### config.mk
export PLATFORM = sky130hd
export DESIGN_NAME = mrcs_core
export DESIGN_NICKNAME = d
export VERILOG_FILES = /design/src/mrcs_pkg.sv /design/src/mrcs_core.sv
export SDC_FILE = /design/constraint.sdc
export NUM_CORES = 2
export LEC_CHECK = 0
export ABC_AREA = 1
export BUFFER_PORTS_ARGS = -buffer_cell sky130_fd_sc_hd__buf_2
export CORE_UTILIZATION = 55
export CTS_CLUSTER_DIAMETER = 100
export DETAILED_ROUTE_END_ITERATION = 8
export GPL_TIMING_DRIVEN = 0
export PLACE_DENSITY = 0.84
export REMOVE_ABC_BUFFERS = 1
export SLEW_MARGIN = 20
export SYNTH_ARGS = -nofsm -noshare
export SYNTH_HDL_FRONTEND = slang
export SYNTH_SLANG_ARGS = --single-unit
### constraint.sdc
create_clock -name sys_clk_in -period 19.1 [get_ports sys_clk_in]
set_input_delay 2.865 -clock sys_clk_in [delete_from_list [all_inputs] [get_ports sys_clk_in]]
set_output_delay 2.865 -clock sys_clk_in [all_outputs]
set_load 0.01 [all_outputs]
### src/mrcs_pkg.sv
// package of constants and types for the mesh radio command block
package mrcs_pkg;
  // command codes presented on cmd_code_in
  typedef enum logic [3:0] {
    MRCS_CMD_NONE,
    MRCS_CMD_APPLY,
    MRCS_CMD_RESTART,
    MRCS_CMD_DEFAULT,
    MRCS_CMD_SAVE,
    MRCS_CMD_SET_SLOT,
    MRCS_CMD_SET_TAG,
    MRCS_CMD_SET_REPEAT,
    MRCS_CMD_SET_POWER,
    MRCS_CMD_SET_RETRY,
    MRCS_CMD_SET_HOPS,
    MRCS_CMD_SET_MESH,
    MRCS_CMD_SET_SLOTS,
    MRCS_CMD_SCAN
  } mrcs_cmd_t;
  // route situations for timeout sizing
  typedef enum logic [1:0] {
    MRCS_ROUTE_KNOWN,
    MRCS_ROUTE_UNKNOWN,
    MRCS_ROUTE_BROKEN
  } mrcs_route_t;
  // clock and timing
  localparam int CLK_MHZ = 200;
  localparam int MS_CYCLES = CLK_MHZ * 1000;
  localparam int RESTART_DELAY_MS = 100;
  localparam int RESTART_CYCLES = RESTART_DELAY_MS * MS_CYCLES;
  localparam int BCAST_SLOT_MS = 18;
  localparam logic [7:0] HOP_MS_R0 = 8'h12;
  localparam logic [7:0] HOP_MS_R1 = 8'h2A;
  localparam logic [7:0] HOP_MS_R2 = 8'h43;
  localparam logic [7:0] HOP_MS_R3 = 8'h63;
  // parameter ranges
  localparam logic [7:0] SLOT_MIN_STD = 8'h0B;
  localparam logic [7:0] SLOT_MAX_STD = 8'h1A;
  localparam logic [7:0] SLOT_MIN_HP = 8'h0C;
  localparam logic [7:0] SLOT_MAX_HP = 8'h17;
  localparam logic [15:0] TAG_MAX = 16'h7FFF;
  localparam logic [3:0] POWER_MAX = 4'h4;
  localparam logic [7:0] HOPS_MIN = 8'h01;
  localparam logic [7:0] HOPS_MAX = 8'h20;
  localparam logic [3:0] MESH_MAX = 4'h7;
  localparam logic [3:0] SLOTS_MIN = 4'h1;
  localparam logic [3:0] SLOTS_MAX = 4'hA;
  localparam logic [7:0] SCAN_MAX_MS = 8'h0C;
  // factory defaults
  localparam logic [7:0] SLOT_RESET = 8'h0C;
  localparam logic [15:0] TAG_RESET = 16'h7FFF;
  localparam logic [3:0] REPEAT_RESET = 4'h3;
  localparam logic [3:0] POWER_RESET = 4'h4;
  localparam logic [3:0] RETRY_RESET = 4'hA;
  localparam logic [7:0] HOPS_RESET = 8'h07;
  localparam logic [3:0] MESH_RESET = 4'h1;
  localparam logic [3:0] SLOTS_RESET = 4'h3;
  // energy report characters
  localparam logic [7:0] CHAR_COMMA = 8'h2C;
  localparam logic [7:0] CHAR_CR = 8'h0D;
endpackage

### src/mrcs_core.sv
// command interpreter core of the mesh radio block
`timescale 1ns/10ps
module mrcs_core #(
  parameter int RESTART_CNT = mrcs_pkg::RESTART_CYCLES, // restart wait cycles
  parameter int MS_CNT = mrcs_pkg::MS_CYCLES, // cycles per millisecond
  parameter bit HIGH_POWER = 1'b0 // high-power variant select
) (
  input wire logic sys_clk_in,
  input wire logic rst_n_in,
  input wire logic cmd_valid_in,
  input wire mrcs_pkg::mrcs_cmd_t cmd_code_in,
  input wire logic [15:0] cmd_arg_in,
  input wire mrcs_pkg::mrcs_route_t route_kind_in,
  input wire logic [15:0] peer_tag_in,
  input wire logic [7:0] energy_in,
  output logic resp_ok_out,
  output logic resp_err_out,
  output logic soft_reset_out,
  output logic nv_write_out,
  output logic [7:0] active_slot_out,
  output logic [15:0] active_tag_out,
  output logic [3:0] active_power_out,
  output logic [4:0] bcast_sends_out,
  output logic ack_request_out,
  output logic tag_match_out,
  output logic [31:0] route_timeout_ms_out,
  output logic [2:0] route_phase_out,
  output logic [7:0] scan_chan_out,
  output logic scan_busy_out,
  output logic [7:0] rpt_char_out,
  output logic rpt_valid_out
);
  ////////////////////////////////////////////////////////////////////////
  // settings: pending, active and saved copies
  typedef struct packed {
    logic [7:0] slot;
    logic [15:0] tag;
    logic [3:0] repeat_cnt;
    logic [3:0] power;
    logic [3:0] retry;
    logic [7:0] hops;
    logic [3:0] mesh;
    logic [3:0] slots;
  } mrcs_set_t;
  localparam mrcs_set_t SET_DEFAULT = '{mrcs_pkg::SLOT_RESET, mrcs_pkg::TAG_RESET,
    mrcs_pkg::REPEAT_RESET, mrcs_pkg::POWER_RESET, mrcs_pkg::RETRY_RESET,
    mrcs_pkg::HOPS_RESET, mrcs_pkg::MESH_RESET, mrcs_pkg::SLOTS_RESET};
  localparam int NCHAN = 16; // 802.15.4 channels 11..26
  mrcs_set_t pend_reg, pend_next; // pending values
  mrcs_set_t act_reg, act_next; // values in effect
  mrcs_set_t nv_reg, nv_next; // non-volatile copy
  logic ok_reg, ok_next;
  logic err_reg, err_next;
  logic nvw_reg, nvw_next;
  logic rst_pend_reg, rst_pend_next; // restart countdown running
  logic [31:0] rst_cnt_reg, rst_cnt_next;
  logic srst_reg, srst_next;
  // range check of a set or scan command
  function automatic logic arg_ok(input mrcs_pkg::mrcs_cmd_t c, input logic [15:0] a);
    logic [7:0] lo;
    logic [7:0] hi;
    lo = HIGH_POWER ? mrcs_pkg::SLOT_MIN_HP : mrcs_pkg::SLOT_MIN_STD;
    hi = HIGH_POWER ? mrcs_pkg::SLOT_MAX_HP : mrcs_pkg::SLOT_MAX_STD;
    unique case (c)
      mrcs_pkg::MRCS_CMD_SET_SLOT: arg_ok = a[15:8] == 8'h00 && a[7:0] >= lo && a[7:0] <= hi;
      mrcs_pkg::MRCS_CMD_SET_TAG: arg_ok = a <= mrcs_pkg::TAG_MAX;
      mrcs_pkg::MRCS_CMD_SET_REPEAT: arg_ok = a[15:4] == 12'h000;
      mrcs_pkg::MRCS_CMD_SET_POWER: arg_ok = a[15:4] == 12'h000 && a[3:0] <= mrcs_pkg::POWER_MAX;
      mrcs_pkg::MRCS_CMD_SET_RETRY: arg_ok = a[15:4] == 12'h000;
      mrcs_pkg::MRCS_CMD_SET_HOPS: arg_ok = a[15:8] == 8'h00 && a[7:0] >= mrcs_pkg::HOPS_MIN
        && a[7:0] <= mrcs_pkg::HOPS_MAX;
      mrcs_pkg::MRCS_CMD_SET_MESH: arg_ok = a[15:4] == 12'h000 && a[3:0] <= mrcs_pkg::MESH_MAX;
      mrcs_pkg::MRCS_CMD_SET_SLOTS: arg_ok = a[15:4] == 12'h000 && a[3:0] >= mrcs_pkg::SLOTS_MIN
        && a[3:0] <= mrcs_pkg::SLOTS_MAX;
      mrcs_pkg::MRCS_CMD_SCAN: arg_ok = a <= {8'h00, mrcs_pkg::SCAN_MAX_MS};
      default: arg_ok = 1'b1;
    endcase
  endfunction
  ////////////////////////////////////////////////////////////////////////
  // scan state machine
  typedef enum logic [1:0] {
    MRCS_SCAN_IDLE,
    MRCS_SCAN_RUN,
    MRCS_SCAN_REPORT
  } mrcs_scan_t;
  mrcs_scan_t scan_reg, scan_next;
  logic [7:0] ms_left_reg, ms_left_next; // milliseconds remaining
  logic [31:0] ms_cnt_reg, ms_cnt_next; // cycles within a millisecond
  logic [3:0] chan_reg, chan_next; // channel being scanned
  logic [7:0] peak_reg [NCHAN]; // maximum energy per channel
  logic [7:0] peak_next [NCHAN];
  logic [4:0] rpt_idx_reg, rpt_idx_next; // report position
  logic rpt_comma_reg, rpt_comma_next; // comma due next
  logic [7:0] rch_reg, rch_next;
  logic rvl_reg, rvl_next;
  logic [7:0] schan_reg, schan_next; // channel number on show
  logic busy_reg, busy_next; // scan or report under way
  logic scan_start;
  ////////////////////////////////////////////////////////////////////////
  // command decode and settings next state
  always_comb begin
    pend_next = pend_reg;
    act_next = act_reg;
    nv_next = nv_reg;
    ok_next = 1'b0;
    err_next = 1'b0;
    nvw_next = 1'b0;
    srst_next = 1'b0;
    rst_pend_next = rst_pend_reg;
    rst_cnt_next = rst_cnt_reg;
    scan_start = 1'b0;
    if (rst_pend_reg) begin
      // countdown to self reset
      if (rst_cnt_reg == 32'h0000_0000) begin
        rst_pend_next = 1'b0;
        srst_next = 1'b1;
      end else begin
        rst_cnt_next = rst_cnt_reg - 32'h0000_0001;
      end
    end
    if (cmd_valid_in && !rst_pend_reg) begin
      if (!arg_ok(cmd_code_in, cmd_arg_in)) begin
        err_next = 1'b1;
      end else begin
        ok_next = cmd_code_in != mrcs_pkg::MRCS_CMD_NONE;
        err_next = cmd_code_in == mrcs_pkg::MRCS_CMD_NONE;
        unique case (cmd_code_in)
          mrcs_pkg::MRCS_CMD_APPLY: act_next = pend_reg;
          mrcs_pkg::MRCS_CMD_RESTART: begin
            rst_pend_next = 1'b1;
            rst_cnt_next = 32'(RESTART_CNT - 1);
          end
          mrcs_pkg::MRCS_CMD_DEFAULT: pend_next = SET_DEFAULT;
          mrcs_pkg::MRCS_CMD_SAVE: begin
            nv_next = pend_reg;
            nvw_next = 1'b1;
          end
          mrcs_pkg::MRCS_CMD_SET_SLOT: pend_next.slot = cmd_arg_in[7:0];
          mrcs_pkg::MRCS_CMD_SET_TAG: pend_next.tag = cmd_arg_in;
          mrcs_pkg::MRCS_CMD_SET_REPEAT: pend_next.repeat_cnt = cmd_arg_in[3:0];
          mrcs_pkg::MRCS_CMD_SET_POWER: pend_next.power = cmd_arg_in[3:0];
          mrcs_pkg::MRCS_CMD_SET_RETRY: pend_next.retry = cmd_arg_in[3:0];
          mrcs_pkg::MRCS_CMD_SET_HOPS: pend_next.hops = cmd_arg_in[7:0];
          mrcs_pkg::MRCS_CMD_SET_MESH: pend_next.mesh = cmd_arg_in[3:0];
          mrcs_pkg::MRCS_CMD_SET_SLOTS: pend_next.slots = cmd_arg_in[3:0];
          mrcs_pkg::MRCS_CMD_SCAN: begin
            ok_next = 1'b0; // answered by the report instead
            scan_start = scan_reg == MRCS_SCAN_IDLE;
            err_next = scan_reg != MRCS_SCAN_IDLE;
          end
          default: ;
        endcase
      end
    end
    if (srst_next) begin
      // restart reloads saved values
      pend_next = nv_reg;
      act_next = nv_reg;
    end
  end
  // settings registers
  always_ff @(posedge sys_clk_in) begin
    if (!rst_n_in) begin
      pend_reg <= SET_DEFAULT;
      act_reg <= SET_DEFAULT;
      nv_reg <= SET_DEFAULT;
      ok_reg <= 1'b0;
      err_reg <= 1'b0;
      nvw_reg <= 1'b0;
      srst_reg <= 1'b0;
      rst_pend_reg <= 1'b0;
      rst_cnt_reg <= 32'h0000_0000;
    end else begin
      pend_reg <= pend_next;
      act_reg <= act_next;
      nv_reg <= nv_next;
      ok_reg <= ok_next;
      err_reg <= err_next;
      nvw_reg <= nvw_next;
      srst_reg <= srst_next;
      rst_pend_reg <= rst_pend_next;
      rst_cnt_reg <= rst_cnt_next;
    end
  end
  ////////////////////////////////////////////////////////////////////////
  // derived link values and timeout estimate
  logic [7:0] hop_ms; // one hop delay
  logic [31:0] known_ms, bcast_ms, tmo_next;
  logic [2:0] phase_next;
  logic [4:0] sends_next;
  always_comb begin
    unique case (act_reg.retry)
      4'h0: hop_ms = mrcs_pkg::HOP_MS_R0;
      4'h1: hop_ms = mrcs_pkg::HOP_MS_R1;
      4'h2: hop_ms = mrcs_pkg::HOP_MS_R2;
      default: hop_ms = mrcs_pkg::HOP_MS_R3;
    endcase
    known_ms = 32'(2 * act_reg.hops * act_reg.mesh * hop_ms);
    bcast_ms = 32'(act_reg.slots * act_reg.hops * (act_reg.repeat_cnt + 5'h01)
      * mrcs_pkg::BCAST_SLOT_MS);
    sends_next = 5'(act_reg.repeat_cnt) + 5'h01;
    unique case (route_kind_in)
      mrcs_pkg::MRCS_ROUTE_KNOWN: begin
        tmo_next = known_ms;
        phase_next = 3'b001; // send only
      end
      mrcs_pkg::MRCS_ROUTE_UNKNOWN: begin
        tmo_next = bcast_ms + 32'(act_reg.hops) * 32'(hop_ms) + known_ms;
        phase_next = 3'b011; // discover, then send
      end
      default: begin
        tmo_next = bcast_ms + 32'(act_reg.hops) * 32'(hop_ms) + 32'(2) * known_ms;
        phase_next = 3'b111; // old route, discover, new route
      end
    endcase
  end
  logic [31:0] tmo_reg;
  logic [2:0] phase_reg;
  logic [4:0] sends_reg;
  logic ack_reg, match_reg;
  always_ff @(posedge sys_clk_in) begin
    if (!rst_n_in) begin
      tmo_reg <= 32'h0000_0000;
      phase_reg <= 3'b000;
      sends_reg <= 5'h00;
      ack_reg <= 1'b0;
      match_reg <= 1'b0;
    end else begin
      tmo_reg <= tmo_next;
      phase_reg <= phase_next;
      sends_reg <= sends_next;
      ack_reg <= act_reg.retry != 4'h0;
      match_reg <= peer_tag_in == act_reg.tag;
    end
  end
  ////////////////////////////////////////////////////////////////////////
  // energy scan and report next state
  always_comb begin
    scan_next = scan_reg;
    ms_left_next = ms_left_reg;
    ms_cnt_next = ms_cnt_reg;
    chan_next = chan_reg;
    peak_next = peak_reg;
    rpt_idx_next = rpt_idx_reg;
    rpt_comma_next = rpt_comma_reg;
    rch_next = 8'h00;
    rvl_next = 1'b0;
    unique case (scan_reg)
      MRCS_SCAN_IDLE: if (scan_start) begin
        scan_next = MRCS_SCAN_RUN;
        ms_left_next = cmd_arg_in[7:0];
        ms_cnt_next = 32'h0000_0000;
        chan_next = 4'h0;
        for (int i = 0; i < NCHAN; i++) peak_next[i] = 8'hFF; // weakest possible
      end
      MRCS_SCAN_RUN: begin
        // energy is in -dBm units, so smaller is stronger
        if (energy_in < peak_reg[chan_reg]) peak_next[chan_reg] = energy_in;
        chan_next = chan_reg + 4'h1;
        if (ms_left_reg == 8'h00) begin
          scan_next = MRCS_SCAN_REPORT;
          rpt_idx_next = 5'h00;
          rpt_comma_next = 1'b0;
        end else if (ms_cnt_reg == 32'(MS_CNT - 1)) begin
          ms_cnt_next = 32'h0000_0000;
          ms_left_next = ms_left_reg - 8'h01;
        end else begin
          ms_cnt_next = ms_cnt_reg + 32'h0000_0001;
        end
      end
      MRCS_SCAN_REPORT: begin
        rvl_next = 1'b1;
        if (rpt_idx_reg == 5'(NCHAN)) begin
          rch_next = mrcs_pkg::CHAR_CR;
          scan_next = MRCS_SCAN_IDLE;
        end else if (rpt_comma_reg) begin
          rch_next = mrcs_pkg::CHAR_COMMA;
          rpt_comma_next = 1'b0;
          rpt_idx_next = rpt_idx_reg + 5'h01;
        end else begin
          rch_next = peak_reg[rpt_idx_reg[3:0]];
          rpt_comma_next = 1'b1;
        end
      end
      default: scan_next = MRCS_SCAN_IDLE;
    endcase
    // channel number and busy flag kept in flops
    schan_next = 8'h0B + {4'h0, chan_next};
    busy_next = scan_next != MRCS_SCAN_IDLE;
  end
  // scan registers
  always_ff @(posedge sys_clk_in) begin
    if (!rst_n_in) begin
      scan_reg <= MRCS_SCAN_IDLE;
      ms_left_reg <= 8'h00;
      ms_cnt_reg <= 32'h0000_0000;
      chan_reg <= 4'h0;
      for (int i = 0; i < NCHAN; i++) peak_reg[i] <= 8'hFF;
      rpt_idx_reg <= 5'h00;
      rpt_comma_reg <= 1'b0;
      rch_reg <= 8'h00;
      rvl_reg <= 1'b0;
      schan_reg <= 8'h0B;
      busy_reg <= 1'b0;
    end else begin
      scan_reg <= scan_next;
      ms_left_reg <= ms_left_next;
      ms_cnt_reg <= ms_cnt_next;
      chan_reg <= chan_next;
      peak_reg <= peak_next;
      rpt_idx_reg <= rpt_idx_next;
      rpt_comma_reg <= rpt_comma_next;
      rch_reg <= rch_next;
      rvl_reg <= rvl_next;
      schan_reg <= schan_next;
      busy_reg <= busy_next;
    end
  end
  ////////////////////////////////////////////////////////////////////////
  // outputs, all from flip-flops
  assign resp_ok_out = ok_reg;
  assign resp_err_out = err_reg;
  assign soft_reset_out = srst_reg;
  assign nv_write_out = nvw_reg;
  assign active_slot_out = act_reg.slot;
  assign active_tag_out = act_reg.tag;
  assign active_power_out = act_reg.power;
  assign bcast_sends_out = sends_reg;
  assign ack_request_out = ack_reg;
  assign tag_match_out = match_reg;
  assign route_timeout_ms_out = tmo_reg;
  assign route_phase_out = phase_reg;
  assign scan_chan_out = schan_reg;
  assign scan_busy_out = busy_reg;
  assign rpt_char_out = rch_reg;
  assign rpt_valid_out = rvl_reg;
endmodule

==> flow_summary.json <==
{
  "total_switching_power_mw": 1.13,
  "overflow": 0,
  "critical_path.max_stage_delay_ps": 650,
  "antenna_violations_before_repair": 3,
  "run_status": "finished, final reports clean",
  "rows": 87,
  "final_cell_count_without_fillers": 5352,
  "clock_insertion_delay_worst_skew_ps": 600,
  "ys_seq_area_frac": 0.267,
  "timing.setup.critical_path_class": "register to register",
  "die_area_um2": 58400,
  "netlist-cell-type-count": 54,
  "synthesis.yosys.warnings": 0,
  "grtUsageTotal": 0.287,
  "r2r_setup_slack_ps": 7740,
  "power.sequential.fraction": 0.305,
  "clk_root_buffer_cell": "clkbuf_16",
  "synthAdderAreaFrac": 0.174,
  "ff_latch_area_um2": 8460,
  "tightestPinTransition_ps": 1060,
  "vias": 30800,
  "hold_path_depth": 2,
  "min_to": "peak_reg[119]",
  "leading_cell_type_in_the_layout_fill_and_taps_excluded": "nand2_1",
  "synth-edff-count": 0,
  "max_cap_viol_count": 0,
  "most-common-layout-cells": "nand2_1 (1,003), inv_1 (521), nand3_1 (482), nor2_1 (424), dfxtp_1 (418)",
  "clk_pin_slew_worst_paths_ps": 60,
  "syn_avg_cell_area_um2": 6.86,
  "holdCritPathClass": "register to register",
  "combinationalPowerShare": 0.382,
  "number_of_global_route_vias_before_repair": 29400,
  "setup_violations": 0,
  "synthCells": 4604,
  "ff2ff_path_depth": 46,
  "synthXorXnorAreaFrac": 0.0311,
  "setup-tns-final_ps": 0,
  "synth.top_cells.by_area": "dfxtp_1 (27%), nand2_1 (12%), ha_1 (9.3%)",
  "static_leak_nw": 17.1,
  "power_frac_clock": 0.314,
  "hold-worst-slack_ps": 459,
  "slew-limit-headroom": 0.293,
  "worst_ep_arrival_time_ps": 11860,
  "clock_tree_from_tritoncts": "yes",
  "routabilityCongestion": 0.963,
  "cts_sinks": 422,
  "finish.instance_area_um2": 34000,
  "cts_setup_buffers": 0,
  "compound_gate_fraction_of_synth_area": 0.144,
  "initial_utilization": 0.558,
  "multi_input_comb_area_um2": 20000,
  "filler_cell_count": 5088,
  "count_of_cells_resized_by_post_cts_repair": 0,
  "rsz0062_at_grt": "no",
  "achievable_clock_frequency_ghz": 0.0880,
  "post-synth-top-area-fraction": 0.267,
  "power_density_nw_per_um2": 88.3,
  "grt_start_max_net_pins": 128,
  "critPathRequiredTime_ps": 19600,
  "chipWidth_um": 242,
  "startpoint_type": "register",
  "drt-pass1-iter-count": 6,
  "cts_hold_buf": 0,
  "synth-main-ff-cell": "dfxtp_1",
  "final.min_clock_period_ps": 11360,
  "finalClockSkew_ps": 17.2,
  "coreArea_um2": 56600,
  "avgRoutedWirePerCell_um": 15.9,
  "min-delay-start": "peak_reg[119]",
  "slew_viol_final": 0,
  "cts.path.max_buffers": 3,
  "dpl-instance-area_um2": 32400,
  "syn_to_final_growth_pct": 7.72,
  "grt_first_pass_wirelength_um": 142000,
  "endpoint_kind": "register",
  "timing.rr.end": "route_timeout_ms_out[20]",
  "route.final.wire_length_um": 85300,
  "path_common_cell": "fa_1",
  "irDropWorstVdd_uv": 159,
  "r2r_start": "act_reg[8]",
  "asyncSetResetFlopFracSynth": 0,
  "cts_max_level": 2,
  "synth_area_leader_cell": "dfxtp_1",
  "port_buffers": 129,
  "detailedRoute.firstIterationViolations": 3106,
  "crit_fanout": 12,
  "synth-simple-area-share": 0.282,
  "synth.area.mux_share": 0,
  "internal-power_mw": 1.87,
  "post-layout-total-power_mw": 3.00,
  "main_combinational_cell_family_by_area_after_synthesis": "simple AND/OR/NAND/NOR gates",
  "ios": 141,
  "antenna_left": 0,
  "layout-drive-gt1-share": 0.0634,
  "cts_made_buffers": 45,
  "synth-seq-cells": 422,
  "drt-vias-per-instance": 5.75,
  "final.period_utilization": 0.595,
  "netSwitchingFraction": 0.377,
  "final_net_count": 4971,
  "critical_path.slowest_cell": "dfxtp_1",
  "detailed_place_hpwl_um": 59700,
  "dpl.cell_count": 5268,
  "die-height_um": 242,
  "synth.cell_area_um2": 31600,
  "largest_register_ffs": 128,
  "timing.final.hold_violations": 0,
  "route.detailed.drc": 0
}
==> power groups by stage <==
| stage | Combinational [mW] | Clock (mW) | Sequential [mW] |
|---|---|---|---|
| floorplan | 0.857 | 0 | 0.939 |
| global placement | 1.11 | 0 | 0.935 |
| detailed placement | 1.12 | 0 | 0.935 |
| CTS | 1.13 | 0.949 | 0.916 |
| global route | 1.31 | 0.981 | 0.918 |
| finish | 1.15 | 0.942 | 0.916 |
==> cells in the mapped netlist (6+ instances only) <==
master and n:
nand3_1 482, xor2_1 79, nor2_2 6, a21oi_1 317
nand2_2 8, nand3b_1 9, inv_1 524, buf_1 23
nor3b_1 6, buf_4 50, inv_2 15, nand2_1 1003
nor3_1 34, clkbuf_1 134, a22o_1 7, ha_1 235
a21o_1 14, nor2_1 428, xnor2_1 33, o211ai_1 19
or2_2 24, o22ai_1 9, fa_1 128, o21bai_1 17
a31oi_1 53, nor4_1 16, o21ai_0 335, buf_2 37
dfxtp_1 422, nand4_1 60, a221oi_1 10, o31ai_1 20
==> area by class of cell <==
type	count	area share
Multi-Input combinational cell	3405	0.588
Sequential cell	422	0.249
Inverter	544	0.0602
Clock buffer	61	0.0375
Timing Repair Buffer	141	0.0282
Tap cell	756	0.0278
Clock inverter	20	0.00908
Antenna cell	3	0.000221
==> cell families after synthesis <==
group,Yosys count
compound gates,829
xor+xnor,112
fa+ha+maj,363
buf+inv,788
flops,422
other cells,1
simple gates,2089
==> critical path: cells and delay by family, from the launching register on <==
family          cells  cell delay [ps]
buf+inv             5              270
simple gates       15             2340
flops               1              650
xor+xnor            5             1270
fa+ha+maj          12             5270
compound gates      9             1430
==> routing by layer <==
layer  global-route usage  share of wire
met2                0.497           0.48
met4                0.114          0.033
met1                0.360           0.42
met5                    0        0.00015
met3               0.0400          0.075
==> worst max path at each step <==
stage	startpoint	end	slack, ps	cells after the start
2_1_floorplan	act_reg[8]	route_timeout_ms_out[20]	9160	50
3_3_place_gp	rst_n_in	rpt_char_out[6]	6230	5
3_5_place_dp	act_reg[8]	route_timeout_ms_out[20]	7800	46
4_1_cts	act_reg[8]	route_timeout_ms_out[20]	7760	46
5_1_grt	act_reg[8]	route_timeout_ms_out[20]	6990	51
6_report	act_reg[8]	route_timeout_ms_out[20]	7740	46
==> metrics by stage <==
stage / setup slack, ps / utilization
after CTS: 7760 / 0.601
after floorplan: 9160 / -
after global routing: 6990 / 0.601
after detailed placement: 7800 / 0.573
final: 7740 / 0.601
after global placement: 6230 / 0.567
No activity file was read; power rests on OpenSTA's default activity.
